`src/vlt_defines.svh`:
```
// register indices, field positions, reset values and timing counts
`ifndef VLT_DEFINES_SVH
`define VLT_DEFINES_SVH

// register indices in the switch register space
`define VLT_IDX_CMD        16'h180b
`define VLT_IDX_WR_DATA    16'h180c
`define VLT_IDX_RD_DATA    16'h180e
`define VLT_IDX_CMD_STS    16'h1810

// command register fields
`define VLT_CMD_SEL_BIT    5
`define VLT_CMD_RNW_BIT    4
`define VLT_CMD_IDX_HI     3
`define VLT_CMD_IDX_LO     0

// data field layout
`define VLT_DATA_W         18
`define VLT_VID_HI         11
`define VLT_VID_LO         0
`define VLT_PRI_HI         14
`define VLT_PRI_LO         12
`define VLT_UNTAG_BASE     12
`define VLT_PDEF_W         15

// table sizes
`define VLT_VLAN_ENTRIES   16
`define VLT_PORTS          3

// reset values
`define VLT_RD_DATA_RST    18'h00000
`define VLT_ZERO32         32'h00000000

// cycles a table command stays pending
`define VLT_CMD_CYCLES     2'h2

`endif

```
`src/vlt_pkg.sv`:
```
// types shared by the vlan table read path
package vlt_pkg;

  typedef enum logic [1:0] {
    VLT_ST_IDLE = 2'b01,
    VLT_ST_BUSY = 2'b10
  } vlt_state_t;

  typedef logic [17:0] vlt_entry_t;
  typedef logic [14:0] vlt_pdef_t;
  typedef logic [1:0]  vlt_port_t;

endpackage : vlt_pkg

```
`src/vlt_lookup_if.sv`:
```
// tables and frame lookup signals between the register block and the classifier
`timescale 1ns/10ps
interface vlt_lookup_if;
  vlt_pkg::vlt_entry_t vlanTable [16];
  vlt_pkg::vlt_pdef_t  pdefTable [3];
  vlt_pkg::vlt_port_t  inPort;
  logic                inTagged;
  logic [11:0]         inVid;
  logic [2:0]          inPri;
  logic [2:0]          admitNonMember;
  logic [2:0]          egressHybrid;
  logic [11:0]         outVid;
  logic [2:0]          outPri;
  logic                outDrop;
  logic [2:0]          outEgress;
  logic [2:0]          outUntag;

  modport tables (output vlanTable, pdefTable, inPort, inTagged, inVid, inPri, admitNonMember,
                  egressHybrid, input outVid, outPri, outDrop, outEgress, outUntag);
  modport classify (input vlanTable, pdefTable, inPort, inTagged, inVid, inPri, admitNonMember,
                    egressHybrid, output outVid, outPri, outDrop, outEgress, outUntag);
endinterface : vlt_lookup_if

```
`src/vlt_frame_classify.sv`:
```
// per-frame vid resolution and vlan membership lookup
`include "vlt_defines.svh"
`timescale 1ns/10ps
module vlt_frame_classify (
  vlt_lookup_if.classify lk
);

  // ==========================================================
  // default vid and priority for untagged or null-vid frames
  // ==========================================================
  wire                useDefault = !lk.inTagged || (lk.inVid == 12'h000);  // see RQ4
  wire vlt_pkg::vlt_pdef_t pdef  = lk.pdefTable[lk.inPort];
  wire [11:0]         effVid     = useDefault ? pdef[`VLT_VID_HI:`VLT_VID_LO] : lk.inVid;  // see RQ4
  wire [2:0]          effPri     = useDefault ? pdef[`VLT_PRI_HI:`VLT_PRI_LO] : lk.inPri;  // see RQ4

  // ==========================================================
  // vlan table match
  // ==========================================================
  wire [`VLT_VLAN_ENTRIES-1:0] hitVec;
  genvar gi;
  generate
    for (gi = 0; gi < `VLT_VLAN_ENTRIES; gi++) begin : g_match
      // zero vid disables an entry
      assign hitVec[gi] = (lk.vlanTable[gi][`VLT_VID_HI:`VLT_VID_LO] == effVid) &&
                          (lk.vlanTable[gi][`VLT_VID_HI:`VLT_VID_LO] != 12'h000);
    end
  endgenerate

  function automatic vlt_pkg::vlt_entry_t pickEntry(input logic [`VLT_VLAN_ENTRIES-1:0] hits,
                                                    input vlt_pkg::vlt_entry_t tbl [16]);
    vlt_pkg::vlt_entry_t r;
    r = 18'h00000;
    for (int i = `VLT_VLAN_ENTRIES - 1; i >= 0; i--) begin
      if (hits[i]) begin
        r = tbl[i];
      end
    end
    return r;
  endfunction : pickEntry

  wire vlt_pkg::vlt_entry_t hitEntry = pickEntry(hitVec, lk.vlanTable);

  // ==========================================================
  // per-port member and untag bits
  // ==========================================================
  wire [2:0] memberBits;
  wire [2:0] untagBits;
  generate
    for (gi = 0; gi < `VLT_PORTS; gi++) begin : g_port
      assign memberBits[gi] = hitEntry[`VLT_UNTAG_BASE + 2*gi + 1];  // see RQ6 see RQ9 see RQ10
      assign untagBits[gi]  = hitEntry[`VLT_UNTAG_BASE + 2*gi];      // see RQ8 see RQ9 see RQ10
    end
  endgenerate

  wire inMember = memberBits[lk.inPort];
  wire inUntag  = untagBits[lk.inPort];

  assign lk.outVid    = effVid;
  assign lk.outPri    = effPri;
  assign lk.outDrop   = !inMember && !lk.admitNonMember[lk.inPort];     // see RQ7
  assign lk.outEgress = memberBits;                                     // see RQ6 see RQ7
  assign lk.outUntag  = inUntag ? lk.egressHybrid : 3'h0;               // see RQ8

endmodule : vlt_frame_classify

```
`src/vlt_read_data.sv`:
```
// vlan table read data register with command pacing and frame lookup
//
// Operation
// RQ1 - read-only register returns last selected entry
// RQ2 - port default mode: vid in 11:0
// RQ3 - port default mode: priority in 14:12
// RQ4 - untagged or null-vid frames take port defaults
// RQ5 - vlan mode: member, untag, vid returned
// RQ6 - member bit set admits and floods that port
// RQ7 - non-member drops unless admit-non-member, no flood
// RQ8 - untag bit strips tag on hybrid egress
// RQ9 - port 1 member bit 15, untag 14
// RQ10 - port 0 member bit 13, untag 12
// RQ11 - vlan mode: vid in bits 11:0
// RQ12 - pending set during command; read after clear
// RQ13 - software avoids zero and reserved vid
// RQ14 - reserved bits read zero, writes ignored
`include "vlt_defines.svh"
`timescale 1ns/10ps
module vlt_read_data (
  input  wire logic        clk,
  input  wire logic        sys_rst,
  input  wire logic [15:0] regAddr,
  input  wire logic        regRead,
  input  wire logic        regWrite,
  input  wire logic [31:0] regWdata,
  output logic      [31:0] regRdata,
  input  wire logic [2:0]  admitNonMemberConfig,
  input  wire logic [2:0]  egressPortTypeConfig,
  input  wire logic        frameValid,
  input  wire logic [1:0]  framePort,
  input  wire logic        frameTagged,
  input  wire logic [11:0] frameVid,
  input  wire logic [2:0]  framePri,
  output logic             resultValid,
  output logic      [11:0] resultVid,
  output logic      [2:0]  resultPri,
  output logic             resultDrop,
  output logic      [2:0]  resultEgress,
  output logic      [2:0]  resultUntag
);

  // ==========================================================
  // storage
  // ==========================================================
  vlt_pkg::vlt_entry_t vlanTable_q [16];
  vlt_pkg::vlt_pdef_t  pdefTable_q [3];
  logic [17:0]         writeData_q;
  logic [17:0]         readData_q;
  logic [5:0]          cmd_q;
  logic [1:0]          busyCnt_q;
  vlt_pkg::vlt_state_t state_q;
  vlt_pkg::vlt_state_t state_d;

  // ==========================================================
  // helpers
  // ==========================================================
  function automatic logic idxHit(input logic [15:0] addr, input logic [15:0] idx);
    return (addr == idx);
  endfunction : idxHit

  // ==========================================================
  // register decode
  // ==========================================================
  wire       hitCmd    = idxHit(regAddr, `VLT_IDX_CMD);
  wire       hitWrData = idxHit(regAddr, `VLT_IDX_WR_DATA);
  wire       hitRdData = idxHit(regAddr, `VLT_IDX_RD_DATA);
  wire       hitSts    = idxHit(regAddr, `VLT_IDX_CMD_STS);
  wire       pending   = (state_q == vlt_pkg::VLT_ST_BUSY);
  // a command written while one is pending is dropped
  wire       startCmd  = regWrite && hitCmd && !pending;              // see RQ12

  // ==========================================================
  // command fields and pacing
  // ==========================================================
  wire       cmdSel    = cmd_q[`VLT_CMD_SEL_BIT];
  wire       cmdRnw    = cmd_q[`VLT_CMD_RNW_BIT];
  wire [3:0] cmdIdx    = cmd_q[`VLT_CMD_IDX_HI:`VLT_CMD_IDX_LO];
  wire       cmdDone   = pending && (busyCnt_q == 2'h1);
  // counts down the pending window
  wire [1:0] busyCnt_d = startCmd ? `VLT_CMD_CYCLES : (pending ? busyCnt_q - 2'h1 : 2'h0);  // see RQ12
  wire       pdefOk    = (cmdIdx < 4'h3);
  wire [1:0] pdefIdx   = cmdIdx[1:0];

  // port default entry: reserved 17:15 read as zero
  wire [17:0] pdefWord = pdefOk ? {3'h0, pdefTable_q[pdefIdx]} : 18'h00000;  // see RQ2 see RQ3
  // vlan entry keeps member, untag and vid in place
  wire [17:0] vlanWord = vlanTable_q[cmdIdx];                                // see RQ5 see RQ11
  wire [17:0] tblWord  = cmdSel ? pdefWord : vlanWord;                        // see RQ1

  // ==========================================================
  // register read mux
  // ==========================================================
  wire [31:0] rdMux = hitRdData ? {14'h0000, readData_q} :                    // see RQ14
                      hitSts    ? {31'h00000000, pending} :                   // see RQ12
                      hitCmd    ? {26'h0000000, cmd_q} :
                      hitWrData ? {14'h0000, writeData_q} : `VLT_ZERO32;

  // ==========================================================
  // command sequencer
  // ==========================================================
  always_comb begin
    state_d = state_q;
    unique case (state_q)
      vlt_pkg::VLT_ST_IDLE: begin
        if (startCmd) begin
          state_d = vlt_pkg::VLT_ST_BUSY;
        end
      end
      vlt_pkg::VLT_ST_BUSY: begin
        if (cmdDone) begin
          state_d = vlt_pkg::VLT_ST_IDLE;                         // see RQ12
        end
      end
      default: state_d = vlt_pkg::VLT_ST_IDLE;
    endcase
  end

  always_ff @(posedge clk) begin
    if (sys_rst) begin
      state_q   <= vlt_pkg::VLT_ST_IDLE;
      busyCnt_q <= 2'h0;
    end else begin
      state_q   <= state_d;
      busyCnt_q <= busyCnt_d;
    end
  end

  always_ff @(posedge clk) begin
    if (sys_rst) begin
      cmd_q       <= 6'h00;
      writeData_q <= 18'h00000;
    end else begin
      if (startCmd) begin
        cmd_q <= regWdata[5:0];
      end
      if (regWrite && hitWrData) begin
        writeData_q <= regWdata[17:0];
      end
    end
  end

  // ==========================================================
  // read data capture and table writes
  // ==========================================================
  always_ff @(posedge clk) begin
    if (sys_rst) begin
      readData_q <= `VLT_RD_DATA_RST;
    end else if (cmdDone && cmdRnw) begin
      readData_q <= tblWord;                                      // see RQ1
    end
  end

  always_ff @(posedge clk) begin
    if (sys_rst) begin
      for (int i = 0; i < `VLT_VLAN_ENTRIES; i++) begin
        vlanTable_q[i] <= 18'h00000;
      end
      for (int i = 0; i < `VLT_PORTS; i++) begin
        pdefTable_q[i] <= 15'h0000;
      end
    end else if (cmdDone && !cmdRnw) begin
      if (cmdSel) begin
        if (pdefOk) begin
          pdefTable_q[pdefIdx] <= writeData_q[`VLT_PDEF_W-1:0];
        end
      end else begin
        vlanTable_q[cmdIdx] <= writeData_q;
      end
    end
  end

  // ==========================================================
  // register read port
  // ==========================================================
  always_ff @(posedge clk) begin
    if (sys_rst) begin
      regRdata <= `VLT_ZERO32;
    end else if (regRead) begin
      regRdata <= rdMux;
    end
  end

  // ==========================================================
  // frame lookup
  // ==========================================================
  vlt_lookup_if lk ();

  assign lk.vlanTable      = vlanTable_q;
  assign lk.pdefTable      = pdefTable_q;
  assign lk.inPort         = framePort;
  assign lk.inTagged       = frameTagged;
  assign lk.inVid          = frameVid;
  assign lk.inPri          = framePri;
  assign lk.admitNonMember = admitNonMemberConfig;
  assign lk.egressHybrid   = egressPortTypeConfig;

  vlt_frame_classify u_classify (
    .lk (lk.classify)
  );

  always_ff @(posedge clk) begin
    if (sys_rst) begin
      resultValid  <= 1'b0;
      resultVid    <= 12'h000;
      resultPri    <= 3'h0;
      resultDrop   <= 1'b0;
      resultEgress <= 3'h0;
      resultUntag  <= 3'h0;
    end else begin
      resultValid  <= frameValid;
      if (frameValid) begin
        resultVid    <= lk.outVid;                               // see RQ4
        resultPri    <= lk.outPri;                               // see RQ4
        resultDrop   <= lk.outDrop;                              // see RQ7
        resultEgress <= lk.outEgress;                            // see RQ6
        resultUntag  <= lk.outUntag;                             // see RQ8
      end
    end
  end

endmodule : vlt_read_data

```
`config.mk`:
```
export PLATFORM = sky130hd
export DESIGN_NAME = vlt_read_data
export DESIGN_NICKNAME = d
export VERILOG_FILES = /design/src/vlt_pkg.sv /design/src/vlt_lookup_if.sv /design/src/vlt_frame_classify.sv /design/src/vlt_read_data.sv
export VERILOG_INCLUDE_DIRS = /design/src
export SDC_FILE = /design/constraint.sdc
export NUM_CORES = 1
export LEC_CHECK = 0
export BUFFER_PORTS_ARGS = -buffer_cell sky130_fd_sc_hd__buf_2
export CAP_MARGIN = 20
export CORE_MARGIN = 5
export CORE_UTILIZATION = 50
export DETAILED_ROUTE_END_ITERATION = 10
export PLACE_DENSITY = 0.67
export SETUP_SLACK_MARGIN = 0.05
export SLEW_MARGIN = 20
export SYNTH_ARGS = -nofsm -noshare
export SYNTH_HDL_FRONTEND = slang
export SYNTH_SLANG_ARGS = --single-unit
```
`constraint.sdc`:
```
create_clock -name clk -period 9.15 [get_ports clk]
set_input_delay 1.83 -clock clk [delete_from_list [all_inputs] [get_ports clk]]
set_output_delay 1.83 -clock clk [all_outputs]
set_load 0.01 [all_outputs]
```
* After elaboration in Yosys (flattened, before gate mapping)
Cells that the tools add are included.
** Storage, ports and cells
- Bits of input ports :: 77
- Word-level logic and storage cells :: 173
- Register bits :: 434
- Output and inout port bits :: 55
** Cells by class
- Eq/ne operators :: 25
- Add/subtract/negate cells :: 1
- Reductions and logical operators :: 52
- Magnitude comparators :: 7
- Mux-type cells :: 51
- Bitwise gates (word level) :: 5
** Operator list (number)
- 18-bit two-way mux :: 24
- 288-bit bitwise mux :: 1
- 12-bit == test :: 16
- 12-bit nonzero test :: 16
- 15-bit two-way mux :: 6
- 18-bit binary-select mux with 4-bit select :: 1
- 18-bit demux with 4-bit select :: 1
- 16-bit by 13-bit == test with 1-bit output (second input constant) :: 4
- 15-bit binary-select mux with 2-bit select :: 2
- 45-bit bitwise mux :: 1
- 15-bit demux with 2-bit select :: 1
- 1-bit logical AND :: 25
- 12-bit logical NOT :: 1
- 12-bit two-way mux :: 1
- 2-bit two-way mux :: 4
- 1-bit binary-select mux with 2-bit select :: 3
- 3-bit >= comparator (second input constant) :: 2
- 3-bit two-way mux :: 2
- 2-bit inverter with 3-bit output :: 2
- 5-bit >= comparator (second input constant) :: 1
- 1-bit logical NOT :: 5
- 5-bit by 1-bit less-than comparator with 1-bit output (second input constant) :: 1
- 4-bit inverter with 5-bit output :: 1
- 2-bit by 1-bit == test with 1-bit output (second input constant) :: 2
- other kinds (14) :: 18

* Longest topological paths before layout
Gate-level depths: netlist (run 1).
- Depth after elaboration :: 27
- Gate-level depth with buffers :: 17
- Gate-level depth less buffers :: 12

* Cells and area by module
Synthesis (run 1) repeated with hierarchy kept, for this count alone.
** Second synthesis, totals
- Cells, all modules :: 3035
- Area, all modules :: 26256.4 um2
** Modules (own cells, without submodules)
- vlt_read_data :: area an instance 18292.5 um2, seq. area each 8408.1 um2, instances 1, cells an instance 1795
- vlt_frame_classify :: area an instance 7963.9 um2, seq. area each 0.0 um2, instances 1, cells an instance 1240

* Least setup slack after synthesis (run 1)
Ideal clock, no wire load.
- Kind :: input to register
- From :: input frameVid[1]
- To :: register resultDrop
- Data required time :: 9.054 ns
- Buffers on the path :: 3
- Stages :: 14
- Data arrival time :: 6.002 ns
- Setup time :: 0.096 ns
- Setup slack :: 3.053 ns
- Path through :: clkbuf_1 -> or4_4 -> o41ai_4 -> buf_6 -> mux2i_1 -> buf_2 -> xor2_1 -> nand4_1 -> nor3_1 -> nand2b_1 -> a2111o_1 -> o221ai_2 -> nor2_1 -> o41ai_2
** Between the ends
- Cells in the longest elaborated chain, start to end :: 25
- Elaborated cells on any way between the ends :: 55
- Classes of those cells :: 16 x eq/ne; 19 x mux; 20 x reduce/logical
** Ends and longest elaborated chain
- from (decl) :: line vlt_read_data.sv:33 : input wire logic [11:0] frameVid,
- 12-bit logical NOT :: line vlt_frame_classify.sv:11 : wire useDefault = !lk.inTagged || (lk.inVid == 12'h000);
- 1-bit logical OR :: line vlt_frame_classify.sv:11
- 12-bit two-way mux * :: line vlt_frame_classify.sv:13 : wire [11:0] effVid = useDefault ? pdef[`VLT_VID_HI:`VLT_VID_LO] : lk.inVid;
- 12-bit == test :: line vlt_frame_classify.sv:24 : assign hitVec[gi] = (lk.vlanTable[gi][`VLT_VID_HI:`VLT_VID_LO] == effVid) &&
- 1-bit logical AND :: line vlt_frame_classify.sv:24
- 18-bit two-way mux (15 in a row) :: line vlt_frame_classify.sv:34 : if (hits[i]) begin
- 18-bit two-way mux * :: line vlt_frame_classify.sv:34
- 1-bit binary-select mux with 2-bit select * :: line vlt_frame_classify.sv:55 : wire inMember = memberBits[lk.inPort];
- 1-bit two-way mux (not written as such) * :: line vlt_frame_classify.sv:55
- 1-bit logical NOT * :: line vlt_frame_classify.sv:60 : assign lk.outDrop = !inMember && !lk.admitNonMember[lk.inPort];
- 1-bit logical AND * :: line vlt_frame_classify.sv:60
- to (signal assigned) :: line vlt_read_data.sv:215 : resultDrop <= lk.outDrop;
- to (decl) :: line vlt_read_data.sv:38 : output logic resultDrop,
Mark *: on every way between the ends. The rest lies on a longest branch, timed or not. The select of a mux whose other input is x is not followed.
A chain may end at the register's enable or synchronous reset.

* Final worst setup path (run 1)
- From :: input frameVid[10]
- To :: register resultDrop
Same word-level chain as after synthesis.

==> impl_metrics.env, run 1 <==
export IMPL_cts_setup_buffers=0
export IMPL_synthArstFlopShare_pct=0
export IMPL_setup_slack_ns=2.086
export IMPL_vias=24220
export IMPL_fill_cells=4400
export IMPL_hold_viol_final=0
export IMPL_synthTopCellsByArea="dfxtp_1 (35%), nand2_1 (12%), mux4_2 (8.5%)"
export IMPL_worstMarginPinSlew_ns=1.259
export IMPL_ios=132
export IMPL_final_nets=3043
export IMPL_ir_drop_uv=137.2
export IMPL_ys_warn_count=0
export IMPL_swShare_pct=25.12
export IMPL_cp_data_required_time_ns=9.63
export IMPL_final_common_cell="nand2_1"
export IMPL_cts_tree="yes"
export IMPL_ys_flop_type="dfxtp_1"
export IMPL_post_drt_wl_per_cell_um=28.87
export IMPL_grt_pass1_vias=22540
export IMPL_maxSlewHeadroom_pct=16.09
export IMPL_grt_use_total_pct=38.35
export IMPL_detailed_place_hpwl_um=73480
export IMPL_holdBufCountCts=0
export IMPL_place_gp_congestion=1.063
export IMPL_power_leakage_uw=0.009052
export IMPL_critPathArrivalTime_ns=7.54
export IMPL_worst_setup_path_type="input port to flip-flop"
export IMPL_grt_max_degree=224
export IMPL_switchingPower_uw=986.9
export IMPL_setup_viol=0
export IMPL_rsz0062_at_grt="no"
export IMPL_final_layout_size_suffix_gt1_share_pct=13.68
export IMPL_grt_pass1_wl_um=152100
export IMPL_wl_um=104300
export IMPL_regArea_mm2=0.008424
export IMPL_worstSetupStartpointType="input port"
export IMPL_core_mm2=0.04745
export IMPL_ys_ff_latch=420
export IMPL_fmax_mhz=141.6
export IMPL_p_per_area_mw_per_mm2=149.2
export IMPL_synthCells=2973
export IMPL_htree_num_levels=2
export IMPL_clockPowerShare_pct=46.4
export IMPL_yosys_cell_types_count=92
export IMPL_viasPerCell=6.706
export IMPL_finalCriticalPeriod_ns=7.064
export IMPL_firstDrtPassIters=6
export IMPL_clk_pin_slew_ns=0.06
export IMPL_cp_end_kind="flip-flop"
export IMPL_final_util_pct=55.48
export IMPL_comb_power_share_pct=6.8
export IMPL_drc=0
export IMPL_clockBufferDepth=3
export IMPL_numCtsBuffers=46
export IMPL_seq_power_share_pct=46.8
export IMPL_antenna_found_initial=5
export IMPL_clk_latency_ns=0.61
export IMPL_drtIter0Drc=3381
export IMPL_synth_area_mm2=0.02386
export IMPL_intPower_uw=2941
export IMPL_cts_sinks=420
export IMPL_cts_resized=0
export IMPL_fin_crit_sh_pct=77.21
export IMPL_die_x_um=228.4
export IMPL_n_antenna_cell=0
export IMPL_layout_common_cells="nand2_1 (731), dfxtp_1 (411), a21oi_1 (367)"
export IMPL_synth_edff_count=0
export IMPL_status="complete, no violations"
export IMPL_place_worst_setup_slack_ns=1.729
export IMPL_final_antenna_net_count=0
export IMPL_synth_largest_area_cell="dfxtp_1"
export IMPL_crit_fanout=21
export IMPL_die_area_mm2=0.05218
export IMPL_synth_top_cell_area_share_pct=35.24
export IMPL_max_cap_violations=0
export IMPL_row_count=80
export IMPL_syn_to_final_growth_pct=10.34
export IMPL_clock_skew_ns=0.02428
export IMPL_die_h_um=228.4
export IMPL_tns_ns=0
export IMPL_drv_slew=0
export IMPL_hp_class="flip-flop to flip-flop"
export IMPL_overflow=0
export IMPL_seq_area_frac_synth_pct=35.24
export IMPL_port_buffers=103
export IMPL_multi_input_area_mm2=0.01444
export IMPL_cts_root_buf="clkbuf_16"
export IMPL_syn_area_per_cell_um2=8.025
export IMPL_start_util_pct=50.28
==> sequential cells by signal, summed over array words and instances, names as in the netlist <==
| name | count |
|---|---|
| regRdata | 18 |
| cmd_q | 6 |
| writeData_q | 18 |
| lk.pdefTable | 45 |
| lk.vlanTable | 288 |
| resultPri | 3 |
| resultEgress | 3 |
| busyCnt_q | 2 |
| resultUntag | 3 |
| resultVid | 12 |
| state_q | 2 |
| readData_q | 18 |
| resultValid | 1 |
| resultDrop | 1 |
==> routing by layer <==
layer	share of wire, %	track usage (%)
met1	39	51.82
met2	43	57.53
met3	11	7.441
met4	7.0	22.16
met5	0.035	0
==> critical path, stage by stage <==
cell	delay [ns]
buf_2	0.18
or4_1	0.62
o41ai_4	0.30
buf_4	0.36
buf_4	0.39
mux2_2	0.86
mux2i_1	0.20
or4b_2	0.76
nor2_1	0.28
a41oi_1	0.08
a2111oi_0	0.95
o311ai_1	0.29
a211oi_1	0.32
o41ai_2	0.09
==> path summary, 6_finish.rpt <==
path,cells past startpoint,end,from,slack [ns]
worst max-delay path,14,resultDrop,frameVid[10],2.09
worst min-delay path,1,busyCnt_q[0],busyCnt_q[0],0.44
worst max register to register,12,resultDrop,lk.pdefTable[2],3.95
worst min register to register,1,busyCnt_q[0],busyCnt_q[0],0.44
==> final cells by class <==
| class | instances | area share [%] |
|---|---|---|
| clock buffer | 67 | 5.015 |
| inverter | 47 | 0.6702 |
| tap | 615 | 2.923 |
| timing repair buffer | 172 | 4.069 |
| sequential | 420 | 32.00 |
| clock inverter | 13 | 0.4658 |
| multi-input combinational | 2278 | 54.86 |
==> metrics by stage <==
stage	std cells	instance area, µm²	hold slack (ns)	total power (µW)
after floorplan	2986	23910	0.4081	2044
after global placement	3530	24840	0.4201	2134
after detailed placement	3531	24850	0.4306	2137
after CTS	3611	26300	0.4385	3930
after global routing	3612	26320	0.4646	4028
final	3612	26320	0.4370	3928
==> cells by family after synthesis <==
group	after synthesis	synth area share (%)
flops	420	35.24
xor+xnor	150	5.538
mux	196	13.02
simple gates	1245	23.47
fa+ha+maj	1	0.05244
buf+inv	288	4.993
compound gates	672	17.67
other cells	1	0.01572
==> power by group through the flow <==
stage          Sequential, µW  Clock, µW  Combinational, µW
4_1_cts                  1840       1830                258
5_1_grt                  1840       1910                279
3_3_place_gp             1880          0                254
3_5_place_dp             1880          0                257
6_report                 1840       1820                267
2_1_floorplan            1880          0                159
==> cell usage after synthesis (17+ instances only) <==
library cell	instances
a211oi_1	36
a21oi_1	368
a22oi_1	45
a31oi_1	17
buf_2	19
clkbuf_1	188
dfxtp_1	420
inv_1	45
mux2i_1	91
mux4_2	90
nand2_1	731
nand2b_1	20
nand3_1	63
nand4_1	58
nor2_1	150
nor2b_1	26
nor3_1	46
nor4_1	65
o211ai_1	18
o21ai_0	42
xnor2_1	23
xor2_1	126
No activity file was read; power rests on OpenSTA's default activity.
==> inputs of run 2 (changes only) <==
- clock period: 9.15 -> 7.15 ns (I/O delays scaled with it)
==> run 2 against run 1 <==
  * Clock power is 42% higher
  * Die area stayed put
  * Worst setup slack worse by 1.1 ns
  * Wire length is 0.24% lower
  * Flip-flop and latch count stayed put
  * Total power is 35% higher
  * Combinational power is 30% higher
  * Utilization is 0.71 points higher
  * Clock skew is 0.0027 ns lower
  * Critical endpoint unchanged
  * Highest routed layer unchanged
==> impl_metrics.env, run 2 (synthesized netlist as in run 1, its figures left out) <==
export IMPL_power_leakage_uw=0.009232
export IMPL_start_util_pct=50.28
export IMPL_row_count=80
export IMPL_fill_cells=4367
export IMPL_worst_setup_path_type="input port to flip-flop"
export IMPL_drc=0
export IMPL_drv_slew=0
export IMPL_ir_drop_uv=198.8
export IMPL_overflow=0
export IMPL_holdBufCountCts=0
export IMPL_hold_viol_final=0
export IMPL_cts_resized=0
export IMPL_post_drt_wl_per_cell_um=28.59
export IMPL_worst_hold_slack_ns=0.4510
export IMPL_place_gp_congestion=1.075
export IMPL_syn_to_final_growth_pct=11.74
export IMPL_wl_um=104000
export IMPL_hp_class="flip-flop to flip-flop"
export IMPL_ios=132
export IMPL_rsz0062_at_grt="no"
export IMPL_htree_num_levels=2
export IMPL_r2r_slack_ns=2.27
export IMPL_numCtsBuffers=47
export IMPL_fmax_mhz=162.4
export IMPL_maxSlewHeadroom_pct=17.43
export IMPL_final_antenna_net_count=0
export IMPL_clock_skew_ns=0.02160
export IMPL_viasPerCell=6.676
export IMPL_finalCriticalPeriod_ns=6.159
export IMPL_grt_pass1_vias=22500
export IMPL_largest_reg_flops=288
export IMPL_grt_use_total_pct=38.14
export IMPL_crit_fanout=40
export IMPL_cts_setup_buffers=0
export IMPL_port_buffers=103
export IMPL_cp_end_kind="flip-flop"
export IMPL_critPathArrivalTime_ns=6.64
export IMPL_core_mm2=0.04745
export IMPL_final_nets=3062
export IMPL_cp_data_required_time_ns=7.63
export IMPL_worstSetupStartpointType="input port"
export IMPL_setup_viol=0
export IMPL_firstDrtPassIters=8
export IMPL_grt_pass1_wl_um=151200
export IMPL_vias=24290
export IMPL_cts_tree="yes"
export IMPL_max_cap_violations=0
export IMPL_setup_slack_ns=0.9909
export IMPL_die_x_um=228.4
export IMPL_rr_worst_depth=13
export IMPL_die_area_mm2=0.05218
export IMPL_startpoint="frameVid[4]"
export IMPL_detailed_place_hpwl_um=72730
export IMPL_cts_sinks=420
export IMPL_cts_root_buf="clkbuf_16"
export IMPL_clockBufferDepth=3
export IMPL_clk_latency_ns=0.60
export IMPL_crit_end="resultDrop"
export IMPL_p_per_area_mw_per_mm2=198.3
export IMPL_final_common_cell="nand2_1"
export IMPL_layout_common_cells="nand2_1 (731), dfxtp_1 (411), a21oi_1 (367)"
export IMPL_reg2reg_to="resultDrop"
export IMPL_worstMarginPinSlew_ns=1.228
export IMPL_worstReg2RegStart="lk.pdefTable[9]"
export IMPL_place_worst_setup_slack_ns=0.6049
export IMPL_final_layout_size_suffix_gt1_share_pct=14.13
export IMPL_grt_max_degree=180
export IMPL_antenna_found_initial=8
export IMPL_status="complete, no violations"
export IMPL_tns_ns=0
export IMPL_drtIter0Drc=3511
export IMPL_clk_pin_slew_ns=0.06
export IMPL_fin_crit_sh_pct=86.14
export IMPL_die_h_um=228.4
==> run 2: changes by cell type in the layout (fill, tap and decap cells not counted), sizes merged <==
| cell | change |
|---|---|
| clkinv | -8 |
| clkbuf | +9 |
| bufinv | +4 |
| buf | +18 |
| diode | +3 |
| clkinvlp | +1 |
==> run 2: routing by layer <==
layer | vias to the layer above | part of all wire, % | GRT usage (%)
li1 | 10620 | - | -
met1 | 11650 | 38 | 49.91
met2 | 1644 | 43 | 56.71
met3 | 371 | 12 | 9.988
met4 | 6 | 7.4 | 23.03
met5 | - | 0.033 | 0
==> run 2: worst min-delay path by stage <==
| stage | startpoint | endpoint | slack [ns] | cells after the start |
|---|---|---|---|---|
| global route | busyCnt_q[0] | busyCnt_q[0] | 0.47 | 1 |
| detailed placement | busyCnt_q[0] | busyCnt_q[0] | 0.44 | 1 |
| finish | busyCnt_q[0] | busyCnt_q[0] | 0.45 | 1 |
| floorplan | busyCnt_q[0] | busyCnt_q[0] | 0.41 | 1 |
| global placement | busyCnt_q[0] | busyCnt_q[0] | 0.42 | 1 |
| CTS | busyCnt_q[0] | busyCnt_q[0] | 0.45 | 1 |
==> run 2: stage by stage <==
step                      cells  utilization [%]  cell area, µm²  total power [µW]
after floorplan            2986                -           23910              2615
after global placement     3548            52.64           24980              2735
after detailed placement   3550            52.70           25010              2740
after CTS                  3636            56.14           26640              5293
after global routing       3636            56.17           26650              5426
final                      3639            56.19           26660              5286
==> run 2: cell type report <==
class / count / area (µm²) / share of cell area [%]
inverters: 47 / 176.4 / 0.6618
repair buffers: 190 / 1231 / 4.618
clock buffers: 76 / 1438 / 5.393
flip-flops and latches: 420 / 8424 / 31.60
multi-input cells: 2278 / 14420 / 54.08
well taps: 615 / 769.5 / 2.886
clock inverters: 10 / 195.2 / 0.7322
diodes: 3 / 7.507 / 0.02816
==> run 2: worst max-delay path, cell delays in order <==
cell      delay (ns)
buf_2           0.19
or4_4           0.60
o41ai_4         0.39
buf_12          0.30
mux2i_4         0.81
buf_4           0.33
xnor2_1         0.08
or4_1           0.54
nor4_2          0.27
buf_4           0.20
mux2i_1         0.08
a311oi_1        0.67
o311ai_1        0.30
a211oi_1        0.32
o41ai_2         0.09
==> run 2: report_power, final <==
part	total, µW	switching [µW]	internal, µW
Clock	2590	1030	1560
Sequential	2350	5.39	2350
Combinational	347	246	101
